==> src/design/tca_regs.svh <==
`ifndef TCA_REGS_SVH
`define TCA_REGS_SVH

// ----------------------------------------------------------------
// Descriptor layout in on-chip RAM
// ----------------------------------------------------------------
`define TCA_DESC_WORDS     3'h6
`define TCA_DESC_LAST_WORD 3'h5
`define TCA_DESC_BYTES     24'h00000c
`define TCA_WORD_STEP      24'h000002
`define TCA_W_MODE_A       3'h0
`define TCA_W_SRC_LO       3'h1
`define TCA_W_MODE_B       3'h2
`define TCA_W_DST_LO       3'h3
`define TCA_W_COUNT_A      3'h4
`define TCA_W_COUNT_B      3'h5

// ----------------------------------------------------------------
// Vector table and soft vector register
// ----------------------------------------------------------------
`define TCA_VEC_BASE       24'h000400
`define TCA_RAM_PAGE       8'hff
`define TCA_SV_ACT_BIT     7
`define TCA_SV_RESET       8'h00

// ----------------------------------------------------------------
// Mode field encodings
// ----------------------------------------------------------------
`define TCA_AC_FIXED       2'h0
`define TCA_AC_INC         2'h2
`define TCA_AC_DEC         2'h3
`define TCA_MD_NORMAL      2'h0
`define TCA_MD_REPEAT      2'h1
`define TCA_MD_BLOCK       2'h2
`define TCA_STEP_BYTE      24'h000001
`define TCA_STEP_WORD      24'h000002

`endif

==> src/design/tca_pkg.sv <==
package tca_pkg;

	// ----------------------------------------------------------------
	// Sequencer states, Gray coded along the transfer path
	// ----------------------------------------------------------------
	typedef enum logic [2:0] {
		TCA_IDLE     = 3'h0,
		TCA_VEC_RD   = 3'h1,
		TCA_DESC_RD  = 3'h3,
		TCA_DATA_RD  = 3'h2,
		TCA_DATA_WR  = 3'h6,
		TCA_DESC_WR  = 3'h7,
		TCA_FINISH   = 3'h5
	} tca_state_type;

	typedef struct packed {
		logic [1:0] src_addr_ctl;
		logic [1:0] dst_addr_ctl;
		logic [1:0] xfer_mode;
		logic       repeat_area_side;
		logic       word_size_bit;
	} tca_mode_a_type;

	typedef struct packed {
		logic       chain_bit;
		logic       per_transfer_irq_select;
		logic [5:0] spare;
	} tca_mode_b_type;

	typedef struct packed {
		logic        req;
		logic        we;
		logic        word;
		logic [23:0] addr;
		logic [15:0] wdata;
	} tca_mem_req_type;

endpackage : tca_pkg

==> src/design/tca_ctl.sv <==
`timescale 1ns/1ns
`include "tca_regs.svh"

// Overview of operation
// - Enabled selected interrupt starts its descriptor transfer
// - Interrupt end: clear enable, forward interrupt
// - Soft, no select, not last: clear bit
// - Soft select or count end: keep bit, interrupt
// - Non-last transfer without select clears the source flag
// - Count end: flag kept, enable cleared, forwarded
// - Normal mode steps addresses, decrements count
// - Chain: end actions only when chain bit zero
// - Chain bit reads next descriptor consecutively
// - Address control: 00 fixed, 10 increment
// - Mode: 00 normal, 01 repeat, 10 block
// - Size bit: 0 byte, 1 word
// - Area side bit 1 selects source area
// - Halted after reset until module stop cleared
// - Chained descriptor: no interrupt, flag untouched
module tca_ctl #(
	parameter int          N_SRC         = 8,
	parameter logic [6:0]  SRC_VEC_FIRST = 7'h10
) (
	input  wire logic                     clk,
	input  wire logic                     rst,
	input  wire logic                     ce,
	input  wire logic                     module_stop_wr,
	input  wire logic                     module_stop_data,
	input  wire logic [N_SRC-1:0]         irq_req,
	input  wire logic                     te_wr,
	input  wire logic                     te_set,
	input  wire logic [$clog2(N_SRC)-1:0] te_idx,
	input  wire logic                     te_bulk_wr,
	input  wire logic [N_SRC-1:0]         te_bulk_data,
	input  wire logic                     sv_wr,
	input  wire logic [7:0]               sv_wdata,
	input  wire logic                     mem_ack,
	input  wire logic [15:0]              mem_rdata,
	output tca_pkg::tca_mem_req_type      mem,
	output logic                          module_stop,
	output logic [N_SRC-1:0]              transfer_enable_bank,
	output logic [7:0]                    soft_vector_register,
	output logic                          soft_transfer_end_irq,
	output logic [N_SRC-1:0]              cpu_irq,
	output logic [N_SRC-1:0]              flag_clear,
	output logic                          busy
);

	localparam int IW = $clog2(N_SRC);

	// ----------------------------------------------------------------
	// Address arithmetic
	// ----------------------------------------------------------------
	function automatic logic [23:0] step_of(input logic word);
		step_of = word ? `TCA_STEP_WORD : `TCA_STEP_BYTE;
	endfunction : step_of

	function automatic logic [23:0] addr_step(input logic [23:0] ptr, input logic [1:0] ctl,
			input logic word);
		unique case (ctl)
			`TCA_AC_INC: addr_step = ptr + step_of(word);
			`TCA_AC_DEC: addr_step = ptr - step_of(word);
			default:     addr_step = ptr;
		endcase
	endfunction : addr_step

	// Rewinds an area pointer by one full area; size 0 stands for 256
	function automatic logic [23:0] addr_rewind(input logic [23:0] ptr, input logic [1:0] ctl,
			input logic word, input logic [7:0] size);
		logic [23:0] span;
		span = {15'h0000, size == 8'h00, size} << word;
		unique case (ctl)
			`TCA_AC_INC: addr_rewind = ptr - span;
			`TCA_AC_DEC: addr_rewind = ptr + span;
			default:     addr_rewind = ptr;
		endcase
	endfunction : addr_rewind

	// ----------------------------------------------------------------
	// Sequencer state
	// ----------------------------------------------------------------
	tca_pkg::tca_state_type  state;
	tca_pkg::tca_mode_a_type mode_word_a;
	tca_pkg::tca_mode_b_type mode_word_b;
	logic [23:0]             source_pointer;
	logic [23:0]             dest_pointer;
	logic [15:0]             count_word_a;
	logic [15:0]             count_word_b;
	logic [15:0]             data;
	logic [23:0]             desc_addr;
	logic [2:0]              word_idx;
	logic [IW-1:0]           active_src;
	logic                    soft_run;
	logic                    last;
	logic                    end_stop;
	logic                    soft_served;

	logic [N_SRC-1:0] pending;
	logic [IW-1:0]    pick;
	logic             soft_pending;
	logic             area_src;
	logic             block_end;
	logic [7:0]       next_low;
	logic [23:0]      next_src;
	logic [23:0]      next_dst;

	assign pending      = irq_req & transfer_enable_bank & ~flag_clear;
	assign soft_pending = soft_vector_register[`TCA_SV_ACT_BIT] & ~soft_served;
	assign area_src     = mode_word_a.repeat_area_side;
	assign next_low     = count_word_a[7:0] - 8'h01;
	assign block_end    = next_low == 8'h00;

	always_comb begin
		pick = '0;
		for (int i = N_SRC - 1; i >= 0; i--) begin
			if (pending[i]) begin
				pick = IW'(i);
			end
		end
	end

	// Pointer values after one data move, area rewound at its end
	always_comb begin
		next_src = addr_step(source_pointer, mode_word_a.src_addr_ctl, mode_word_a.word_size_bit);
		next_dst = addr_step(dest_pointer, mode_word_a.dst_addr_ctl, mode_word_a.word_size_bit);
		if (mode_word_a.xfer_mode != `TCA_MD_NORMAL && block_end) begin
			if (area_src) begin
				next_src = addr_rewind(next_src, mode_word_a.src_addr_ctl,
					mode_word_a.word_size_bit, count_word_a[15:8]);
			end else begin
				next_dst = addr_rewind(next_dst, mode_word_a.dst_addr_ctl,
					mode_word_a.word_size_bit, count_word_a[15:8]);
			end
		end
	end

	function automatic logic [15:0] desc_word(input logic [2:0] idx,
			input tca_pkg::tca_mode_a_type ma, input tca_pkg::tca_mode_b_type mb,
			input logic [23:0] sp, input logic [23:0] dp, input logic [15:0] ca,
			input logic [15:0] cb);
		unique case (idx)
			`TCA_W_MODE_A:  desc_word = {ma, sp[23:16]};
			`TCA_W_SRC_LO:  desc_word = sp[15:0];
			`TCA_W_MODE_B:  desc_word = {mb, dp[23:16]};
			`TCA_W_DST_LO:  desc_word = dp[15:0];
			`TCA_W_COUNT_A: desc_word = ca;
			default:        desc_word = cb;
		endcase
	endfunction : desc_word

	// ----------------------------------------------------------------
	// Transfer sequencer and memory master
	// ----------------------------------------------------------------
	always_ff @(posedge clk) begin
		if (rst) begin
			state          <= tca_pkg::TCA_IDLE;
			mem            <= '0;
			mode_word_a    <= '0;
			mode_word_b    <= '0;
			source_pointer <= '0;
			dest_pointer   <= '0;
			count_word_a   <= '0;
			count_word_b   <= '0;
			data           <= '0;
			desc_addr      <= '0;
			word_idx       <= '0;
			active_src     <= '0;
			soft_run       <= 1'b0;
			last           <= 1'b0;
			end_stop       <= 1'b0;
			busy           <= 1'b0;
		end else if (ce) begin
			unique case (state)
				tca_pkg::TCA_IDLE: begin
					// Module stop holds off every new activation
					if (!module_stop && (pending != '0 || soft_pending)) begin
						state      <= tca_pkg::TCA_VEC_RD;
						busy       <= 1'b1;
						soft_run   <= pending == '0;
						active_src <= pick;
						last       <= 1'b0;
						mem.req    <= 1'b1;
						mem.we     <= 1'b0;
						mem.word   <= 1'b1;
						mem.addr   <= `TCA_VEC_BASE + {16'h0000, (pending != '0) ?
							SRC_VEC_FIRST + 7'(pick) : soft_vector_register[6:0], 1'b0};
					end
				end
				tca_pkg::TCA_VEC_RD: begin
					if (mem_ack) begin
						desc_addr <= {`TCA_RAM_PAGE, mem_rdata};
						mem.addr  <= {`TCA_RAM_PAGE, mem_rdata};
						word_idx  <= '0;
						state     <= tca_pkg::TCA_DESC_RD;
					end
				end
				tca_pkg::TCA_DESC_RD: begin
					if (mem_ack) begin
						unique case (word_idx)
							`TCA_W_MODE_A: begin
								mode_word_a           <= mem_rdata[15:8];
								source_pointer[23:16] <= mem_rdata[7:0];
							end
							`TCA_W_SRC_LO: source_pointer[15:0] <= mem_rdata;
							`TCA_W_MODE_B: begin
								mode_word_b         <= mem_rdata[15:8];
								dest_pointer[23:16] <= mem_rdata[7:0];
							end
							`TCA_W_DST_LO:  dest_pointer[15:0] <= mem_rdata;
							`TCA_W_COUNT_A: count_word_a       <= mem_rdata;
							default:        count_word_b       <= mem_rdata;
						endcase
						if (word_idx == `TCA_DESC_LAST_WORD) begin
							state     <= tca_pkg::TCA_DATA_RD;
							mem.addr  <= (word_idx == `TCA_W_MODE_A) ? '0 : source_pointer;
							mem.word  <= mode_word_a.word_size_bit;
						end else begin
							word_idx <= word_idx + 3'h1;
							mem.addr <= mem.addr + `TCA_WORD_STEP;
						end
					end
				end
				tca_pkg::TCA_DATA_RD: begin
					if (mem_ack) begin
						data      <= mem_rdata;
						mem.we    <= 1'b1;
						mem.addr  <= dest_pointer;
						mem.wdata <= mem_rdata;
						state     <= tca_pkg::TCA_DATA_WR;
					end
				end
				tca_pkg::TCA_DATA_WR: begin
					if (mem_ack) begin
						source_pointer <= next_src;
						dest_pointer   <= next_dst;
						unique case (mode_word_a.xfer_mode)
							`TCA_MD_NORMAL: begin
								count_word_a <= count_word_a - 16'h0001;
								last         <= count_word_a == 16'h0001;
							end
							`TCA_MD_REPEAT: begin
								count_word_a[7:0] <= block_end ? count_word_a[15:8] : next_low;
							end
							default: begin
								// Both count halves carry the block size
								count_word_a[7:0] <= block_end ? count_word_a[15:8] : next_low;
								if (block_end) begin
									count_word_b <= count_word_b - 16'h0001;
									last         <= count_word_b == 16'h0001;
								end
							end
						endcase
						if (mode_word_a.xfer_mode == `TCA_MD_BLOCK && !block_end) begin
							mem.we   <= 1'b0;
							mem.addr <= next_src;
							state    <= tca_pkg::TCA_DATA_RD;
						end else begin
							mem.word  <= 1'b1;
							mem.addr  <= desc_addr;
							// First write-back word set with the request so it stands until ack
							mem.wdata <= desc_word(`TCA_W_MODE_A, mode_word_a, mode_word_b,
								next_src, next_dst, count_word_a, count_word_b);
							word_idx  <= '0;
							state     <= tca_pkg::TCA_DESC_WR;
						end
					end
				end
				tca_pkg::TCA_DESC_WR: begin
					if (mem_ack) begin
						if (word_idx == `TCA_DESC_LAST_WORD) begin
							if (mode_word_b.chain_bit) begin
								// Next descriptor sits right after this one
								desc_addr <= desc_addr + `TCA_DESC_BYTES;
								mem.addr  <= desc_addr + `TCA_DESC_BYTES;
								mem.we    <= 1'b0;
								word_idx  <= '0;
								last      <= 1'b0;
								state     <= tca_pkg::TCA_DESC_RD;
							end else begin
								end_stop <= last | mode_word_b.per_transfer_irq_select;
								mem      <= '0;
								state    <= tca_pkg::TCA_FINISH;
							end
						end else begin
							word_idx  <= word_idx + 3'h1;
							mem.addr  <= mem.addr + `TCA_WORD_STEP;
							mem.wdata <= desc_word(word_idx + 3'h1, mode_word_a, mode_word_b,
								source_pointer, dest_pointer, count_word_a, count_word_b);
						end
					end else begin
						mem.wdata <= desc_word(word_idx, mode_word_a, mode_word_b,
							source_pointer, dest_pointer, count_word_a, count_word_b);
					end
				end
				tca_pkg::TCA_FINISH: begin
					// One spare cycle lets the clear pulse mask the source flag at rearbitration
					busy  <= 1'b0;
					state <= tca_pkg::TCA_IDLE;
				end
				default: begin
					mem   <= '0;
					busy  <= 1'b0;
					state <= tca_pkg::TCA_IDLE;
				end
			endcase
		end
	end

	// ----------------------------------------------------------------
	// Module stop, set after reset
	// ----------------------------------------------------------------
	always_ff @(posedge clk) begin
		if (rst) begin
			module_stop <= 1'b1;
		end else if (ce && module_stop_wr) begin
			module_stop <= module_stop_data;
		end
	end

	// ----------------------------------------------------------------
	// Transfer enable bank
	// ----------------------------------------------------------------
	always_ff @(posedge clk) begin
		if (rst) begin
			transfer_enable_bank <= '0;
		end else if (ce) begin
			if (state == tca_pkg::TCA_FINISH && !soft_run && end_stop) begin
				transfer_enable_bank[active_src] <= 1'b0;
			end
			// Host set placed last so it wins over a same-cycle clear
			if (!module_stop && te_bulk_wr) begin
				transfer_enable_bank <= te_bulk_data;
			end else if (!module_stop && te_wr) begin
				transfer_enable_bank[te_idx] <= te_set;
			end
		end
	end

	// ----------------------------------------------------------------
	// Soft vector register and end interrupt
	// ----------------------------------------------------------------
	always_ff @(posedge clk) begin
		if (rst) begin
			soft_vector_register  <= `TCA_SV_RESET;
			soft_served           <= 1'b0;
			soft_transfer_end_irq <= 1'b0;
		end else if (ce) begin
			if (state == tca_pkg::TCA_FINISH && soft_run) begin
				if (end_stop) begin
					soft_served           <= 1'b1;
					soft_transfer_end_irq <= 1'b1;
				end else begin
					soft_vector_register[`TCA_SV_ACT_BIT] <= 1'b0;
				end
			end
			// Vector frozen while a soft transfer is under way
			if (sv_wr && !module_stop && !(busy && soft_run)) begin
				soft_vector_register <= sv_wdata;
				if (!sv_wdata[`TCA_SV_ACT_BIT]) begin
					soft_served           <= 1'b0;
					soft_transfer_end_irq <= 1'b0;
				end
			end
		end
	end

	// ----------------------------------------------------------------
	// Source flag clear and CPU interrupt pass-through
	// ----------------------------------------------------------------
	always_ff @(posedge clk) begin
		if (rst) begin
			flag_clear <= '0;
		end else if (ce) begin
			flag_clear <= '0;
			if (state == tca_pkg::TCA_FINISH && !soft_run && !end_stop) begin
				flag_clear[active_src] <= 1'b1;
			end
		end
	end

	always_ff @(posedge clk) begin
		if (rst) begin
			cpu_irq <= '0;
		end else if (ce) begin
			// Kept flag plus cleared enable forwards the source at the end
			cpu_irq <= irq_req & ~transfer_enable_bank;
		end
	end

endmodule : tca_ctl

==> config.mk <==
export PLATFORM = sky130hd
export DESIGN_NAME = tca_ctl
export DESIGN_NICKNAME = d
export VERILOG_FILES = /design/src/design/tca_pkg.sv /design/src/design/tca_ctl.sv
export VERILOG_INCLUDE_DIRS = /design/src /design/src/design
export SDC_FILE = /design/constraint.sdc
export NUM_CORES = 1
export LEC_CHECK = 0
export BUFFER_PORTS_ARGS = -buffer_cell sky130_fd_sc_hd__buf_2
export CORE_MARGIN = 2
export CORE_UTILIZATION = 25
export CTS_CLUSTER_DIAMETER = 80
export DETAILED_ROUTE_END_ITERATION = 7
export PLACE_DENSITY = 0.4
export SETUP_SLACK_MARGIN = 0.3
export SLEW_MARGIN = 30
export SYNTH_ARGS = -nofsm -noshare
export SYNTH_HDL_FRONTEND = slang
export SYNTH_SLANG_ARGS = --single-unit
==> constraint.sdc <==
create_clock -name clk -period 10.1 [get_ports clk]
set_input_delay 2.02 -clock clk [delete_from_list [all_inputs] [get_ports clk]]
set_output_delay 2.02 -clock clk [all_outputs]
set_load 0.05 [all_outputs]
* Yosys cells after proc, flatten, opt, wreduce, memory -nomap -nowiden
Index checks and enable logic that the tools add are counted.
** Storage, ports and cells
- Bits in registers :: 211
- Bits of input ports :: 53
- Output and inout bits :: 78
- Logic and storage cells :: 313
** Operators by class
- Add/subtract/negate cells :: 16
- Magnitude comparators :: 4
- Equality and inequality tests :: 50
- Shift operators :: 1
- Multiplexer cells :: 124
- Bitwise logic cells :: 17
- Reduce and logical (&&, ||, !) cells :: 65
** Operators by type and width (count)
- $mux 24 :: 16
- $pmux 24 s2 :: 7
- $mux 16 :: 13
- $pmux 24 s7 :: 1
- $pmux 16 s5 :: 2
- $add 24x24->24 :: 4
- $mux 8 :: 12
- $mux 3 :: 27
- $mux 40 :: 2
- $sub 24x24->24 :: 3
- $pmux 16 s2 :: 2
- $pmux 16 s4 :: 1
- $mux 27 :: 2
- $mux 42 :: 1
- $ne 2x2->1 const B :: 18
- $and 8x8->8 :: 4
- $eq 16x1->1 const B :: 2
- $sub 16x1->16 const B :: 2
- $reduce_and 5->1 :: 6
- $reduce_and 9->1 :: 3
- $mux 25 :: 1
- $add 24x2->24 const B :: 1
- $add 24x4->24 const B :: 1
- $logic_not 8->1 :: 3
- other kinds (51) :: 143

* Depth between registers and ports, before layout
- Depth after elaboration :: 15
- Depth in mapped cells :: 28
- Mapped depth without buffers :: 26

* Least setup slack after synthesis
OpenSTA, ideal clock, no wires.
- Kind :: reg2reg
- From :: register mode_word_a[5] in the netlist's numbering
- To :: register dest_pointer[20]
- Setup time :: 115 ps
- Arrival :: 5548 ps
- Required time :: 9985 ps
- Slack :: 4438 ps
- Cell stages (with the launch flop) :: 26
- Buffers on the path :: 2
- Clock period less this slack :: 5662 ps
- Cells stage by stage :: dfxtp_1 -> clkbuf_1 -> clkbuf_1 -> nand2_1 -> inv_1 -> nand2_1 -> inv_1 -> ha_1 -> nor2b_1 -> o21ai_0 -> a21boi_0 -> o311ai_0 -> o21ai_0 -> o31ai_1 -> nor2_1 -> o21ai_0 -> mux2i_1 -> nand2_1 -> mux2_2 -> ha_1 -> o21a_1 -> a2111oi_0 -> nor3_1 -> xnor2_1 -> o21a_1 -> a2111oi_0
** Between the ends
- Cells in the longest elaborated chain, start to end :: 8
- Elaborated cells between the ends (all ways) :: 10
- Classes of those cells :: add/sub (2); eq/ne (2); mux (6)
** Ends and longest elaborated chain
- start: declaration :: RTL line tca_ctl.sv:83 : tca_pkg::tca_mode_a_type mode_word_a;
- start signal: assignment :: RTL line tca_ctl.sv:201 : mode_word_a <= mem_rdata[15:8];
- $eq 2x2->1 :: RTL line tca_ctl.sv:60, tca_ctl.sv:72
- $pmux 24 s2 :: RTL line tca_ctl.sv:60 : unique case (ctl)
- $add 24x24->24 / $sub 24x24->24 (equally long branches) :: RTL line tca_ctl.sv:74, tca_ctl.sv:73
- $pmux 24 s2 :: RTL line tca_ctl.sv:72 : unique case (ctl)
- $mux 24 :: RTL line tca_ctl.sv:127 : if (area_src) begin
- $mux 24 * :: RTL line tca_ctl.sv:126 : if (mode_word_a.xfer_mode != `TCA_MD_NORMAL && block_end) begin
- $mux 24 * :: RTL line tca_ctl.sv:233 : if (mem_ack) begin
- $pmux 24 s2 * :: RTL line tca_ctl.sv:173 : unique case (state)
- end signal: assignment :: RTL line tca_ctl.sv:207 : dest_pointer[23:16] <= mem_rdata[7:0];
- end signal: assignment :: RTL line tca_ctl.sv:235 : dest_pointer <= next_dst;
- end: declaration :: RTL line tca_ctl.sv:86 : logic [23:0] dest_pointer;
Every way passes the cells marked *; elsewhere a longest branch is shown, timed or not. The select of a mux whose other input is x is not followed.
A chain may end at the register's enable or synchronous reset.

* Final worst setup path
- From :: register mode_word_a[4] in the netlist's numbering
- To :: register dest_pointer[20]
Same word-level chain as after synthesis.

==> reports/metrics.csv <==
metric,value,unit
cts_resized,0,
synthFlopType,dfxtp_1,
crit_type,reg -> reg,
timing.fmax,155,MHz
area_growth,12.9,%
cts_buffers,28,
avgRoutedWirePerCell,26.0,um
syn_inst,2803,
hold_class,reg -> reg,
via_per_inst,5.82,
cts_hold_buf,0,
report.final.slew_viol_count,0,
report.final.hold_viol_count,0,
fin_util,28.4,%
antenna_cells,0,
ys_top_cells_by_count,"nor2_1, nand2_1, a21oi_1",
power.total,0.00206,W
crit_required,10.55,ns
synth_fp_nets,2948,
synth_edf_count,0,
ios,131,
die_x,283,um
drtPass1Iterations,8,
ys_ff_latch,211,
yosys-top-cells-area,"dfxtp_1, a21oi_1, nor2_1",
setup_viol,0,
ys.warnings.count,0,
cp-end-kind,flip-flop,
avgSynthCellArea,6.93,sq um
final_nets,2943,
initial_core_util,25.1,%
tns,0,ns
cts_tree,done,
wirelength,100000,um
fill_cells,8462,
dp_hpwl,75100,um
worstSkewPairLatency,0.59,ns
post_cts_buffers,0,
drt_iter0_markers,2664,
die_h,283,um
synth-seq-area-share,21.8,%
grt_pass1_vias,21027,
synth.most_common_cell,nor2_1,
io_buffers,130,
die_area,0.0799,sq mm
grtUsageTotal,24.3,%
synth.largest_area_cell,dfxtp_1,
max_cap_violations,0,
hold_ws,0.463,ns
coreArea,0.0772,sq mm
relSlewSlack,29.5,%
gp_congestion,0.954,
grt_overflow,0,
antenna_found_initial,6,
crit_arrival,6.92,ns
drive_above_1_share,9.90,%
synth.top_cell.area_share,21.8,%
worst-path-max-fanout,21,
crit_path_start_kind,flip-flop,
ys_types,83,
route.detailed.drc,0,
rsz0062_at_grt,false,
period_share,64.0,%
ant_nets,0,
rows,102,
clockBufferDepth,3,
cts_root_buf,clkbuf_16,
syn_area,0.0194,sq mm
clk_pin_slew_worst_paths,0.06,ns
finClkSkew,0.0284,ns
p_per_area,93.8,mW/mm^2
ctsHtreeMaxLevel,1,
irDropWorstVdd,0.000109,V
p_leak,8.12,nW
post-route-min-period,6.47,ns
vias,22444,
async_reset_ff_share,0,%
cts_sinks,211,
grt_pass1_wl,145000,um
grt_max_degree,108,
status,completed,
tightest_slew,1.06,ns
==> layer usage <==
metal / GRT usage, % / vias up / wire length, um
li1: - / 10311 / -
met1: 34.0 / 10942 / 45200
met2: 37.9 / 1025 / 43800
met3: 3.48 / 164 / 7480
met4: 8.76 / 2 / 3860
met5: 0 / - / 7
==> cell usage in the layout (no fill, tap or decap), types with 23 or more instances in the layout <==
cell / netlist / final
nor3_1: 80 / 78
buf_2: 4 / 129
nand2b_1: 27 / 27
o21ai_0: 236 / 236
a222oi_1: 37 / 37
dfxtp_1: 211 / 209
and3_1: 23 / 23
a22oi_1: 73 / 73
buf_4: 0 / 55
inv_1: 57 / 57
and2_1: 31 / 30
a221oi_1: 31 / 31
o22ai_1: 23 / 23
xor2_1: 40 / 40
a21oi_1: 263 / 263
xnor2_1: 88 / 88
nand2_1: 312 / 311
o211ai_1: 32 / 32
a21o_1: 45 / 45
mux2i_1: 51 / 51
nor2_1: 349 / 347
a31oi_1: 35 / 35
ha_1: 88 / 88
nand3_1: 72 / 72
clkbuf_16: 0 / 28
nor2b_1: 25 / 25
a211oi_1: 51 / 51
==> worst max-delay path, cell delays in order (launching register included) <==
cell and delay, ns:
dfxtp_1 0.51, nand2_1 0.57, inv_1 0.22, nand2_1 0.13, inv_1 0.16, ha_1 0.24, nor2b_1 0.12, o21ai_0 0.20
a21boi_0 0.19, o311ai_0 0.54, o21ai_0 0.27, o31ai_1 0.45, nor2_1 0.15, nor2_1 0.16, xnor2_1 0.09, mux2_2 0.27
ha_1 0.36, a21oi_1 0.17, o21ai_0 0.12, nor2_1 0.10, o21ai_0 0.12, a2111oi_0 0.41, nor3_1 0.12, xnor2_1 0.14
o21a_1 0.16, a2111oi_0 0.34
==> registers in the layout, summed over array words and instances (netlist names), 3 cells and up <==
name and cells:
flag_clear 8, mode_word_a 7, active_src 3, count_word_a 16, word_idx 3, transfer_enable_bank 8
cpu_irq 8, state 3, dest_pointer 24, count_word_b 16, mode_word_b 8, mem 43
source_pointer 24, soft_vector_register 8, desc_addr 24
==> cell type report <==
type                       instances  area, sq um  share of cell area (%)
tap                             1040         1300                    5.93
sequential                       211         4230                    19.3
inverter                          60          225                    1.03
multi-input combinational       2312        14100                    64.5
clock buffer                      40          776                    3.54
timing repair buffer             185         1070                    4.88
clock inverter                    11          184                   0.839
==> through the flow <==
step	instances	instance area [sq um]	worst slack (ns)
2_1_floorplan	2803	19400	4.44
3_3_place_gp	3808	21000	3.83
3_5_place_dp	3808	21000	3.73
4_1_cts	3859	21900	3.67
5_1_grt	3859	21900	2.99
6_report	3859	21900	3.63
==> cells by family after synthesis <==
logic type | after synthesis | share of synthesized area [%]
flip-flops | 211 | 21.8
AND/OR/NAND/NOR | 1047 | 24.8
XOR/XNOR | 128 | 5.77
multiplexers | 65 | 3.44
adder cells (fa/ha/maj) | 92 | 6.08
buffers and inverters | 280 | 5.48
AO/OA/AOI/OAI | 980 | 32.7
==> worst paths after layout <==
kind	start	end	slack, ns	cells past startpoint
max	mode_word_a[4]	dest_pointer[20]	3.63	25
min	cpu_irq[4]	cpu_irq[4]	0.46	2
max reg2reg	mode_word_a[4]	dest_pointer[20]	3.63	25
min reg2reg	cpu_irq[4]	cpu_irq[4]	0.46	2
==> power breakdown <==
group          switching [W]  total [W]  internal (W)
Combinational       0.000107   0.000141     0.0000338
Clock               0.000433    0.00107      0.000638
Sequential        0.00000649   0.000844      0.000838
Total               0.000547    0.00206       0.00151
Note: power is estimated with default switching activity, not from simulation.
